`src/rtc_ctrl_pkg.sv`:
```
// Shared constants and types of the real-time clock control block.
package rtc_ctrl_pkg;

  // ==========================================================================
  // Bus geometry.
  localparam int ADDR_W = 18;  // Byte address width of the register slave.
  localparam int DATA_W = 32;  // Data width of the register slave.

  // ==========================================================================
  // Register indexes; the byte address is four times the index.
  localparam logic [15:0] CTRL_ONE_INDEX   = 16'hf06c;  // Run and mode bits.
  localparam logic [15:0] CTRL_TWO_INDEX   = 16'hf06d;  // Second irq enable.
  localparam logic [15:0] IRQ_STATUS_INDEX = 16'hf070;  // Sticky events.
  localparam logic [15:0] IRQ_MASK_INDEX   = 16'hf071;  // Event mask.
  localparam logic [15:0] TIME_INDEX       = 16'hf072;  // Time of day.
  localparam logic [ADDR_W-1:0] CTRL_ONE_ADDR   = {CTRL_ONE_INDEX, 2'h0};
  localparam logic [ADDR_W-1:0] CTRL_TWO_ADDR   = {CTRL_TWO_INDEX, 2'h0};
  localparam logic [ADDR_W-1:0] IRQ_STATUS_ADDR = {IRQ_STATUS_INDEX, 2'h0};
  localparam logic [ADDR_W-1:0] IRQ_MASK_ADDR   = {IRQ_MASK_INDEX, 2'h0};
  localparam logic [ADDR_W-1:0] TIME_ADDR       = {TIME_INDEX, 2'h0};

  // ==========================================================================
  // Field positions.
  localparam int RUN_BIT         = 7;  // Counting runs while set.
  localparam int HOUR24_BIT      = 6;  // 24-hour counting while set.
  localparam int SOFT_RESET_BIT  = 4;  // Soft reset held while set.
  localparam int IRQ_TIMING_BIT  = 3;  // Events after the busy period.
  localparam int ONE_SEC_IRQ_BIT = 2;  // One-second event enable.
  localparam int SEC_EVT         = 0;  // Status bit of the second event.
  localparam int MIN_EVT         = 1;  // Status bit of the minute event.
  localparam int HOUR_EVT        = 2;  // Status bit of the hour event.
  localparam int DAY_EVT         = 3;  // Status bit of the weekday event.
  localparam int EVT_W           = 4;  // Number of event bits.
  localparam int SEC_LSB         = 0;  // Seconds field of the time word.
  localparam int MIN_LSB         = 8;  // Minutes field of the time word.
  localparam int HOUR_LSB        = 16; // Hours field of the time word.
  localparam int DAY_LSB         = 24; // Weekday field of the time word.

  // ==========================================================================
  // Values after reset and counting limits.
  localparam logic [EVT_W-1:0] EVT_RESET   = 4'h0;   // Status and mask.
  localparam logic             BIT_RESET   = 1'b0;   // Every control bit.
  localparam logic [5:0]       SEC_LAST    = 6'h3b;  // Last second, 59.
  localparam logic [5:0]       MIN_LAST    = 6'h3b;  // Last minute, 59.
  localparam logic [4:0]       HOUR12_LAST = 5'h0b;  // Last hour, 11.
  localparam logic [4:0]       HOUR24_LAST = 5'h17;  // Last hour, 23.

  // ==========================================================================
  // Timing.
  localparam longint SECOND_NS     = 64'd1_000_000_000; // One second.
  localparam int     CLK_PERIOD_NS = 5;                 // sys_clk period.
  localparam int     BUSY_NS       = 50;                // Busy period length.
  localparam int     TICKS_PER_SEC = int'(SECOND_NS / CLK_PERIOD_NS);
  localparam int     BUSY_CYCLES   =
    (BUSY_NS + CLK_PERIOD_NS - 1) / CLK_PERIOD_NS;  // Rounded up.

  // ==========================================================================
  // Types.
  typedef enum logic [2:0] {
    SUNDAY       = 3'b000,
    MONDAY       = 3'b001,
    TUESDAY      = 3'b010,
    WEDNESDAY    = 3'b011,
    THURSDAY     = 3'b100,
    FRIDAY       = 3'b101,
    SATURDAY     = 3'b110,
    RESERVED_DAY = 3'b111
  } weekday_t;

  typedef enum logic [0:0] {
    PH_COUNT = 1'b0,
    PH_BUSY  = 1'b1
  } phase_t;

endpackage : rtc_ctrl_pkg

```
`src/rtc_control.sv`:
```
// Control, weekday and periodic-event logic of the real-time clock.
//
// Register access over Avalon-MM was decided locally.
`timescale 1ns/10ps
// How it works
// - Counting halts while run is clear.
// - Hour format clear counts hours 0 to 11.
// - Hour format set counts hours 0 to 23.
// - Soft reset clears everything but itself.
// - Timing clear raises events during busy period.
// - Timing set raises events after busy period.
// - Enable clear suppresses one-second events.
// - Friday 101, Saturday 110, 111 reserved.
// - Sunday 000 upward through Thursday 100.
module rtc_control
  import rtc_ctrl_pkg::*;
#(
  parameter int TICKS_PER_SECOND = TICKS_PER_SEC,  // Counting cycles of a second, before its busy period.
  parameter int BUSY_LENGTH      = BUSY_CYCLES     // Busy period cycles.
) (
  input  wire logic              sys_clk,      // System clock, 200 MHz.
  input  wire logic              reset_n,      // Async reset, active low.
  input  wire logic [ADDR_W-1:0] address,      // Avalon byte address.
  input  wire logic              read,         // Avalon read request.
  input  wire logic              write,        // Avalon write request.
  input  wire logic [DATA_W-1:0] writedata,    // Avalon write data.
  input  wire logic [3:0]        byteenable,   // Avalon byte lanes.
  output logic      [DATA_W-1:0] readdata,     // Avalon read data.
  output logic                   waitrequest,  // Avalon stall.
  output logic                   irq           // Level interrupt.
);

  // ==========================================================================
  // Declarations.
  logic             ack;          // Second cycle of a bus access.
  logic             wrAccept;     // Write takes effect this cycle.
  logic             run;          // Counting enabled.
  logic             hour24;       // 24-hour mode.
  logic             softReset;    // Soft reset held.
  logic             irqTiming;    // Events after the busy period.
  logic             oneSecEn;     // One-second event enable.
  logic             running;      // Counting and not in soft reset.
  logic             busy;         // Busy period in progress.
  logic             busyStart;    // First busy cycle.
  logic             busyEnd;      // First cycle after busy.
  logic [5:0]       sec;          // Seconds count.
  logic [5:0]       minute;       // Minutes count.
  logic [4:0]       hour;         // Hours count.
  weekday_t         weekday;      // Day of the week.
  logic [4:0]       hourLast;     // Last hour of the current mode.
  logic             secWrap;      // Seconds roll over.
  logic             minWrap;      // Minutes roll over.
  logic             hourWrap;     // Hours roll over.
  logic             stepNow;      // Counters advance this cycle.
  logic             hourStep;     // Hours advance this cycle.
  logic             dayStep;      // Weekday advances this cycle.
  logic             evtMoment;    // Periodic events are raised now.
  logic             secSet;       // Second event raised now.
  logic             timeWrite;    // Software writes the time word.
  logic             ctrlOneWrite; // Software writes control one.
  logic [EVT_W-1:0] evtSet;       // Events raised now.
  logic [EVT_W-1:0] evtClear;     // Events cleared by software.
  logic [EVT_W-1:0] status;       // Sticky event bits.
  logic [EVT_W-1:0] next_status;  // Status for the next cycle.
  logic [EVT_W-1:0] mask;         // Event mask.
  logic [31:0]      ctrlOneView;  // Read image of control one.
  logic [31:0]      ctrlTwoView;  // Read image of control two.
  logic [31:0]      timeView;     // Read image of the time word.

  // ==========================================================================
  // Busy period timer; soft reset counts as one of its control circuits.
  rtc_tick_timer #(
    .TICKS (TICKS_PER_SECOND),
    .BUSY  (BUSY_LENGTH)
  ) u_tick_timer (
    .sys_clk   (sys_clk),
    .reset_n   (reset_n),
    .clear     (softReset),
    .enable    (running),
    .busy      (busy),
    .busyStart (busyStart),
    .busyEnd   (busyEnd)
  );

  // ==========================================================================
  // Avalon slave: every access waits exactly one cycle, then completes.
  assign waitrequest  = (read || write) && !ack;
  assign wrAccept     = write && ack;
  assign ctrlOneWrite = wrAccept && address == CTRL_ONE_ADDR && byteenable[0];
  assign timeWrite    = wrAccept && address == TIME_ADDR && !softReset;

  // The ack flop drops after each answer, so requests cannot overlap.
  always_ff @(posedge sys_clk or negedge reset_n) begin
    if (!reset_n) begin
      ack <= 1'b0;
    end else begin
      ack <= (read || write) && !ack;
    end
  end

  // ==========================================================================
  // Control one; while soft reset is held only the soft reset bit listens.
  always_ff @(posedge sys_clk or negedge reset_n) begin
    if (!reset_n) begin
      run       <= BIT_RESET;
      hour24    <= BIT_RESET;
      softReset <= BIT_RESET;
      irqTiming <= BIT_RESET;
    end else begin
      if (ctrlOneWrite) begin
        softReset <= writedata[SOFT_RESET_BIT];
      end
      if (softReset) begin
        run       <= BIT_RESET;
        hour24    <= BIT_RESET;
        irqTiming <= BIT_RESET;
      end else if (ctrlOneWrite) begin
        run       <= writedata[RUN_BIT];
        hour24    <= writedata[HOUR24_BIT];
        irqTiming <= writedata[IRQ_TIMING_BIT];
      end
    end
  end

  // Control two holds only the one-second event enable.
  always_ff @(posedge sys_clk or negedge reset_n) begin
    if (!reset_n) begin
      oneSecEn <= BIT_RESET;
    end else if (softReset) begin
      oneSecEn <= BIT_RESET;
    end else if (wrAccept && address == CTRL_TWO_ADDR && byteenable[0]) begin
      oneSecEn <= writedata[ONE_SEC_IRQ_BIT];
    end
  end

  // ==========================================================================
  // Time counting; carries are judged on the values of the ending second.
  // counting gated by run
  assign running  = run && !softReset;
  assign stepNow  = busyEnd && running;
  assign hourLast = hour24 ? HOUR24_LAST : HOUR12_LAST;
  assign secWrap  = (sec >= SEC_LAST);
  assign minWrap  = secWrap && (minute >= MIN_LAST);
  assign hourWrap = minWrap && (hour >= hourLast);
  assign hourStep = stepNow && minWrap;
  assign dayStep  = stepNow && hourWrap;

  // A software write beats a step in the same cycle, since it is newer.
  always_ff @(posedge sys_clk or negedge reset_n) begin
    if (!reset_n) begin
      sec     <= '0;
      minute  <= '0;
      hour    <= '0;
      weekday <= SUNDAY;
    end else if (softReset) begin
      sec     <= '0;
      minute  <= '0;
      hour    <= '0;
      weekday <= SUNDAY;
    end else if (timeWrite) begin
      if (byteenable[0]) sec <= writedata[SEC_LSB +: 6];
      if (byteenable[1]) minute <= writedata[MIN_LSB +: 6];
      if (byteenable[2]) hour <= writedata[HOUR_LSB +: 5];
      if (byteenable[3] && writedata[DAY_LSB +: 3] != RESERVED_DAY) begin
        weekday <= weekday_t'(writedata[DAY_LSB +: 3]);
      end
    end else if (stepNow) begin
      sec <= secWrap ? '0 : sec + 6'h01;
      if (secWrap) minute <= (minute >= MIN_LAST) ? '0 : minute + 6'h01;
      if (minWrap) hour <= (hour >= hourLast) ? '0 : hour + 5'h01;
      if (hourWrap) begin
        weekday <= (weekday >= SATURDAY) ? SUNDAY
                                         : weekday_t'(weekday + 3'h1);
      end
    end
  end

  // ==========================================================================
  // Periodic events and the sticky status.
  // during busy period, or right after it when irqTiming is set
  assign evtMoment = running && (irqTiming ? busyEnd : busyStart);
  assign secSet = evtMoment && oneSecEn;

  always_comb begin
    evtSet           = '0;
    evtSet[SEC_EVT]  = secSet;
    evtSet[MIN_EVT]  = evtMoment && secWrap;
    evtSet[HOUR_EVT] = evtMoment && minWrap;
    evtSet[DAY_EVT]  = evtMoment && hourWrap;
    evtClear         = '0;
    if (wrAccept && address == IRQ_STATUS_ADDR && byteenable[0]) begin
      evtClear = writedata[EVT_W-1:0];
    end
    // A new event wins over a clear written in the same cycle.
    next_status = (status & ~evtClear) | evtSet;
  end

  // Status clears by writing ones; soft reset empties it.
  always_ff @(posedge sys_clk or negedge reset_n) begin
    if (!reset_n) begin
      status <= EVT_RESET;
    end else if (softReset) begin
      status <= EVT_RESET;
    end else begin
      status <= next_status;
    end
  end

  // Mask selects which events reach the interrupt line.
  always_ff @(posedge sys_clk or negedge reset_n) begin
    if (!reset_n) begin
      mask <= EVT_RESET;
    end else if (softReset) begin
      mask <= EVT_RESET;
    end else if (wrAccept && address == IRQ_MASK_ADDR && byteenable[0]) begin
      mask <= writedata[EVT_W-1:0];
    end
  end

  // Combinational so an unmasked event shows in the cycle it is stored.
  assign irq = |(status & mask);

  // ==========================================================================
  // Read images; unused and reserved bits read as zero.
  always_comb begin
    ctrlOneView                  = '0;
    ctrlOneView[RUN_BIT]         = run;
    ctrlOneView[HOUR24_BIT]      = hour24;
    ctrlOneView[SOFT_RESET_BIT]  = softReset;
    ctrlOneView[IRQ_TIMING_BIT]  = irqTiming;
    ctrlTwoView                  = '0;
    ctrlTwoView[ONE_SEC_IRQ_BIT] = oneSecEn;
    timeView                     = '0;
    timeView[SEC_LSB +: 6]       = sec;
    timeView[MIN_LSB +: 6]       = minute;
    timeView[HOUR_LSB +: 5]      = hour;
    timeView[DAY_LSB +: 3]       = weekday;
  end

  // Read data is loaded in the waiting cycle and stands while ack is high.
  always_ff @(posedge sys_clk or negedge reset_n) begin
    if (!reset_n) begin
      readdata <= '0;
    end else if (read && !ack) begin
      unique case (address)
        CTRL_ONE_ADDR:   readdata <= ctrlOneView;
        CTRL_TWO_ADDR:   readdata <= ctrlTwoView;
        IRQ_STATUS_ADDR: readdata <= {28'h0000000, status};
        IRQ_MASK_ADDR:   readdata <= {28'h0000000, mask};
        TIME_ADDR:       readdata <= timeView;
        default:         readdata <= '0;
      endcase
    end
  end
endmodule : rtc_control

```
`src/rtc_tick_timer.sv`:
```
// One-second prescaler that frames each counter busy period.
`timescale 1ns/10ps
module rtc_tick_timer
  import rtc_ctrl_pkg::*;
#(
  parameter int TICKS = TICKS_PER_SEC,  // Counting cycles of one second, before its busy period.
  parameter int BUSY  = BUSY_CYCLES     // Cycles of the busy period.
) (
  input  wire logic sys_clk,    // System clock.
  input  wire logic reset_n,    // Asynchronous reset, active low.
  input  wire logic clear,      // Synchronous clear from soft reset.
  input  wire logic enable,     // Time is counting.
  output logic      busy,       // Busy period in progress.
  output logic      busyStart,  // First cycle of a busy period.
  output logic      busyEnd     // First cycle after a busy period.
);

  // ==========================================================================
  // Counters.
  localparam int CW = $clog2(TICKS + 1);  // Width of the second counter.
  localparam int BW = $clog2(BUSY + 1);   // Width of the busy counter.

  phase_t        phase;      // Counting or busy.
  logic [CW-1:0] tickCount;  // Cycles into the current second.
  logic [BW-1:0] busyCount;  // Cycles into the busy period.
  logic          tickDone;   // Last cycle before the busy period.
  logic          busyDone;   // Last cycle of the busy period.

  assign tickDone = (tickCount == CW'(TICKS - 1));
  assign busyDone = (busyCount == BW'(BUSY - 1));
  assign busy     = (phase == PH_BUSY);

  // Phase advances only while enabled, so a stop freezes it mid-period.
  always_ff @(posedge sys_clk or negedge reset_n) begin
    if (!reset_n) begin
      phase <= PH_COUNT;
    end else if (clear) begin
      phase <= PH_COUNT;
    end else if (enable) begin
      unique case (phase)
        PH_COUNT: if (tickDone) phase <= PH_BUSY;
        PH_BUSY:  if (busyDone) phase <= PH_COUNT;
      endcase
    end
  end

  // Cycle counters; each rests at zero outside its own phase.
  always_ff @(posedge sys_clk or negedge reset_n) begin
    if (!reset_n) begin
      tickCount <= '0;
      busyCount <= '0;
    end else if (clear) begin
      tickCount <= '0;
      busyCount <= '0;
    end else if (enable) begin
      if (phase == PH_COUNT) begin
        tickCount <= tickDone ? '0 : tickCount + CW'(1);
      end else begin
        busyCount <= busyDone ? '0 : busyCount + BW'(1);
      end
    end
  end

  // Edge pulses, registered so they line up with the phase change.
  always_ff @(posedge sys_clk or negedge reset_n) begin
    if (!reset_n) begin
      busyStart <= 1'b0;
      busyEnd   <= 1'b0;
    end else begin
      busyStart <= enable && !clear && phase == PH_COUNT && tickDone;
      busyEnd   <= enable && !clear && phase == PH_BUSY && busyDone;
    end
  end

endmodule : rtc_tick_timer

```
`config.mk`:
```
export PLATFORM = sky130hd
export DESIGN_NAME = rtc_control
export DESIGN_NICKNAME = d
export VERILOG_FILES = /design/src/rtc_ctrl_pkg.sv /design/src/rtc_control.sv /design/src/rtc_tick_timer.sv
export SDC_FILE = /design/constraint.sdc
export NUM_CORES = 1
export LEC_CHECK = 0
export BUFFER_PORTS_ARGS = -buffer_cell sky130_fd_sc_hd__buf_2
export CORE_ASPECT_RATIO = 1.75
export CORE_UTILIZATION = 50
export CTS_CLUSTER_DIAMETER = 40
export DETAILED_ROUTE_END_ITERATION = 8
export PLACE_DENSITY = 0.73
export SYNTH_ARGS = -nofsm -noshare
export SYNTH_HDL_FRONTEND = slang
export SYNTH_SLANG_ARGS = --single-unit
```
`constraint.sdc`:
```
create_clock -name sys_clk -period 3.3 [get_ports sys_clk]
set_input_delay 0.66 -clock sys_clk [delete_from_list [all_inputs] [get_ports sys_clk]]
set_output_delay 0.66 -clock sys_clk [all_outputs]
set_load 0.01 [all_outputs]
```
; After elaboration in Yosys (flattened, before gate mapping)
; Index checks and enable logic that the tools add are counted.
[classes]
eq_ne = 13
mul = 0
div = 0
order_cmp = 4
add_sub_neg = 6
n_reduce_logical = 47
n_mux = 51
shifts = 0
bitwise_logic = 5
[ops]
columns = op, count
row1 = $pmux W27 S5, 1
row2 = $mux W28, 4
row3 = $eq A18 B18 Y1 const B, 5
row4 = $mux W6, 11
row5 = $mux W5, 7
row6 = $mux W4, 8
row7 = $add A28 B1 Y28 const B, 1
row8 = $eq A28 B28 Y1 const B, 1
row9 = $logic_and A1 B1 Y1, 28
row10 = $mux W3, 6
row11 = $mux W1, 13
row12 = $add A6 B1 Y6 const B, 2
row13 = $ge A6 B6 Y1 const B, 2
row14 = $ne A3 B3 Y1 const B, 4
row15 = $reduce_bool A3 Y1, 4
row16 = $reduce_bool A2 Y1, 5
row17 = $reduce_and A3 Y1, 3
row18 = $and A4 B4 Y4, 2
row19 = $reduce_and A2 Y1, 3
row20 = $add A5 B1 Y5 const B, 1
row21 = $ge A5 B5 Y1, 1
row22 = $add A4 B1 Y4 const B, 1
row23 = $eq A4 B4 Y1 const B, 1
row24 = $not A4 Y4, 1
row25 = 10 further kinds, 11
[word_totals]
register_bits = 101
inputBits = 58
memories = 0
ramBits = 0
latchBits = 0
romBits = 0

; Longest topological paths before layout
[depth]
ltp_word = 8
mapped_depth = 8
depth_no_buf = 8

; Modules after synthesis
; A second synthesis with hierarchy kept.
[hier_totals]
cells_unflattened = 586
area_unflattened_um2 = 5321.4
[modules_own_cells]
columns = mod, seq_area_each_um2, instances, cells_each, area_per_inst_um2
row1 = rtc_control, 1401.3, 1, 351, 3290.7
row2 = rtc_tick_timer, 875.8, 1, 235, 2030.7

; Worst setup path after synthesis
; Ideal clock, no wire load.
[synth_path]
path_kind = input to register
start = in address[9]
end = reg sec[3]
cell_stages = 8
path_slack_ps = 895
path_buffers = 2
arrival_time_ps = 2262
required_ps = 3158
cell_sequence = nor4b_2 nand3_1 or3_1 buf_6 mux2_4 buf_6 nor2_1 a211oi_2
[synth_between]
elab_chain_cells = 5
elab_cells_between_ends = 8
classes_between = eq/ne (2) / mux (2) / reduce/logical (4)
[synth_lines]
columns = element, line
row1 = "start, declared", rtc_control.sv:23  ; input wire logic [ADDR_W-1:0] address,
row2 = $eq A18 B18 Y1 (*), rtc_control.sv:90  ; assign timeWrite = wrAccept && address == TIME_ADDR && !softReset;
row3 = $logic_and A1 B1 Y1 (*) (2 in series), rtc_control.sv:90
row4 = $ne A3 B3 Y1 (no source line) (tied with other cells), n/a
row5 = $reduce_and A2 Y1 (no source line) or $mux W6 (tied branches), n/a
row6 = "end signal, assigned", rtc_control.sv:161  ; if (byteenable[0]) sec <= writedata[SEC_LSB +: 6];
row7 = "end signal, assigned", rtc_control.sv:168  ; sec <= secWrap ? '0 : sec + 6'h01;
row8 = "end, declared", rtc_control.sv:46  ; logic [5:0] sec;
; Every way passes the cells marked *; elsewhere a longest branch is shown, timed or not.
; A chain may end at the register's enable or synchronous reset.

; Worst setup path after layout
[layout_path]
start = in address[9]
end = reg hour[1]
[layout_between]
elab_chain_cells = 5
elab_cells_between_ends = 9
classes_between = eq/ne (2) / mux (2) / reduce/logical (5)
[layout_lines]
columns = element, line
row1 = $eq A18 B18 Y1 (*), rtc_control.sv:90
row2 = $logic_and A1 B1 Y1 (*) (2 in series), rtc_control.sv:90
row3 = $ne A3 B3 Y1 (no source line) (tied with other cells), n/a
row4 = $reduce_and A3 Y1 (no source line) or $mux W5 (tied branches), n/a
row5 = "end signal, assigned", rtc_control.sv:163  ; if (byteenable[2]) hour <= writedata[HOUR_LSB +: 5];
row6 = "end signal, assigned", rtc_control.sv:170  ; if (minWrap) hour <= (hour >= hourLast) ? '0 : hour + 5'h01;
row7 = "end, declared", rtc_control.sv:48  ; logic [4:0] hour;
; Marked as above.

==> qor.yml <==
yosys:
  synth_edf_count: 0
  yosysSeqAreaShare_pct: 44.19
  yosysMostFrequentCell: "dfrtp_1"
  synth_area_leaders: "dfrtp_1 44%, nand2_1 6.4%, o21ai_0 5.0%, nor2_1 4.1%, nand3_1 3.7%"
  synthTopCellsByCount: "91 x dfrtp_1, 88 x nand2_1, 56 x nor2_1"
  yosys.area.top_type: "dfrtp_1"
  yosys_most_used_dff: "dfrtp_1"
  netlist_area_mm2: 0.005154
  yosys_register_bits: 91
  synth_top_area_share_pct: 44.19
  yosysWarnings: 0
  syn_inst: 592
  async_reset_ff_share_pct: 100.0
  synth.avg_cell_area_um2: 8.706
  yosysUniqueCellTypes: 59
timing:
  max_freq_ghz: 0.4031
  final_max_slew_viol_count: 0
  fin_tns_setup_ps: 0
  setup-violations-final: 0
  hold_violations: 0
  period_minus_slack_ps: 2481
  whs_ps: 294.9
  fin_skew_ps: 7.550
  rsz0062_at_grt: "false"
  worst_pin_slew_ps: 854.6
  period_share_pct: 75.18
  relSlewSlack_pct: 42.81
drt:
  drc: 0
  dr_total_vias: 4804
  drtAntennaViolNets: 0
  drt_iter0_drc: 368
  drtPass1Iterations: 6
  post_drt_wl_per_cell_um: 16.38
  routed_wl_mm: 12.92
  avgViaCountPerCell: 6.089
placed_design:
  dp_hpwl_mm: 9.226
  portBuffers: 71
  gp_congestion: 0.8428
  placed_area_mm2: 0.005618
cts:
  clock_sinks: 91
  htreeDepth: 3
  root_buffer: "clkbuf_16"
  ctsResizeCount: 0
  cts_tree: "built"
  clock_latency_ps: 350
  postCtsHoldBufs: 0
  post_cts_buffers: 0
  clk_path_buf_depth: 2
  numCtsBuffers: 9
  clk_pin_slew_worst_paths_ps: 60
critical_path:
  cp.required_ps: 3540
  crit_slowest_cell: "or3_1"
  path_cells: "buf_2 -> nor4b_2 -> nand3_1 -> or3_1 -> a211oi_4 -> a211oi_1 -> a21o_1"
  cp_num_buf_inv: 1
  arrival_ps: 2720
  crit_path_end_kind: "flip-flop"
  path_class: "primary input to flip-flop"
  cp_top_family: "simple AND/OR/NAND/NOR gates"
  max_stage_delay_ps: 590
  critical_path.max_fanout: 10
  critPathLaunchType: "primary input"
global_routing:
  grt_pass1_vias: 4603
  grt_first_pass_wirelength_mm: 21.02
  grt_max_degree: 46
  antenna_found_initial: 0
  grt-ovfl-total: 0
  track_usage_pct: 25.10
cells_and_area:
  layout-drive-gt1-share_pct: 18.52
  final_area_mm2: 0.005944
  ff_latch_area_mm2: 0.002277
  multiInputGateArea_mm2: 0.002684
  area_growth_pct: 15.34
  fillers: 888
  fin_nets: 729
  diodes: 0
flow_run:
  drv_cap: 0
floorplanning:
  dieArea_mm2: 0.01073
  chipHeight_um: 136.3
  die_x_um: 78.75
  fp-row-count: 48
  io-pin-count: 92
  start_util_pct: 51.69
  core_area_mm2: 0.009970
worst_hold_path:
  min_path_type: "primary input to async pin"
power:
  powerDensity_mw_per_mm2: 395.3
  power.leakage_uw: 0.002635
  ir_drop_mv: 0.2877
run_status:
  status: "finished, final reports clean"
==> path summary, 6_finish.rpt <==
path | startpoint | to | slack (ps) | cells after the start
max | address[9] | hour[1]$_DFFE_PN0P_ | 820 | 7
min | reset_n | readdata[0]$_DFFE_PN0P_ | 290 | 1
max reg2reg | sec[0]$_DFFE_PN0P_ | weekday[0]$_DFFE_PN0P_ | 820 | 7
min reg2reg | readdata[19]$_DFFE_PN0P_ | readdata[19]$_DFFE_PN0P_ | 470 | 2
max in group asynchronous | reset_n | hour[0]$_DFFE_PN0P_ | 2250 | 2
min in group sys_clk | readdata[19]$_DFFE_PN0P_ | readdata[19]$_DFFE_PN0P_ | 470 | 2
==> power breakdown <==
part	switching, uW	leakage [uW]	internal (uW)
logic	66.1	0.00123	31.2
clock network	432	0.000162	701
registers	2.42	0.00124	1120
total	501	0.00263	1850
==> final cells by class <==
type                       count  area share (%)
inverter                      10          0.6314
tap                          125           2.631
timing repair buffer          85           7.788
sequential                    91           38.31
clock inverter                 4           1.242
multi-input combinational    463           45.15
clock buffer                  11           4.252
==> routing by layer <==
layer / wire length [um] / track usage (%)
met4: 495 / 14.09
met5: 0 / 0
met1: 4950 / 26.37
met2: 6877 / 46.14
met3: 597 / 4.430
==> cell families after synthesis <==
logic type	synth area share (%)
mux	2.331
fa+ha+maj	2.671
xor+xnor	1.190
other cells	0.07276
flops	44.19
buf+inv	4.491
simple gates	25.73
compound gates	19.32
==> sequential cells by signal, summed over array words and instances, names as in the netlist, 3 cells and up <==
name,count
minute,6
hour,5
u_tick_timer.busyCount,4
mask,4
sec,6
status,4
readdata,22
weekday,3
u_tick_timer.tickCount,28
==> stage by stage <==
step	cells	power [uW]	setup WS, ps	util (%)
finish	789	2350	819.0	59.63
global route	789	2430	679.3	59.63
CTS	789	2365	834.1	59.63
detailed placement	774	1239	472.3	56.35
global placement	774	1236	511.2	56.35
floorplan	601	1177	895.1	-
==> placed cells by master, fill, tap and decap left out, drive strengths merged, types with 3 or more instances in the layout <==
cell type,Yosys,layout
a211oi,9,9
a21o,3,3
a21oi,36,36
a222oi,4,4
a22oi,7,7
a31oi,23,23
and2,6,6
and3,7,7
and4,5,5
buf,17,85
clkbuf,20,11
conb,1,10
dfrtp,91,91
ha,11,11
inv,10,10
mux2,5,5
mux2i,6,6
nand2,88,88
nand3,39,39
nand3b,4,4
nand4,12,12
nor2,56,56
nor2b,3,3
nor3,17,17
nor3b,4,4
nor4,11,11
o21ai,51,51
o31ai,4,4
o41ai,4,4
or3,5,5
xnor2,4,4
xor2,3,3
(Power assumes the default switching activity.)
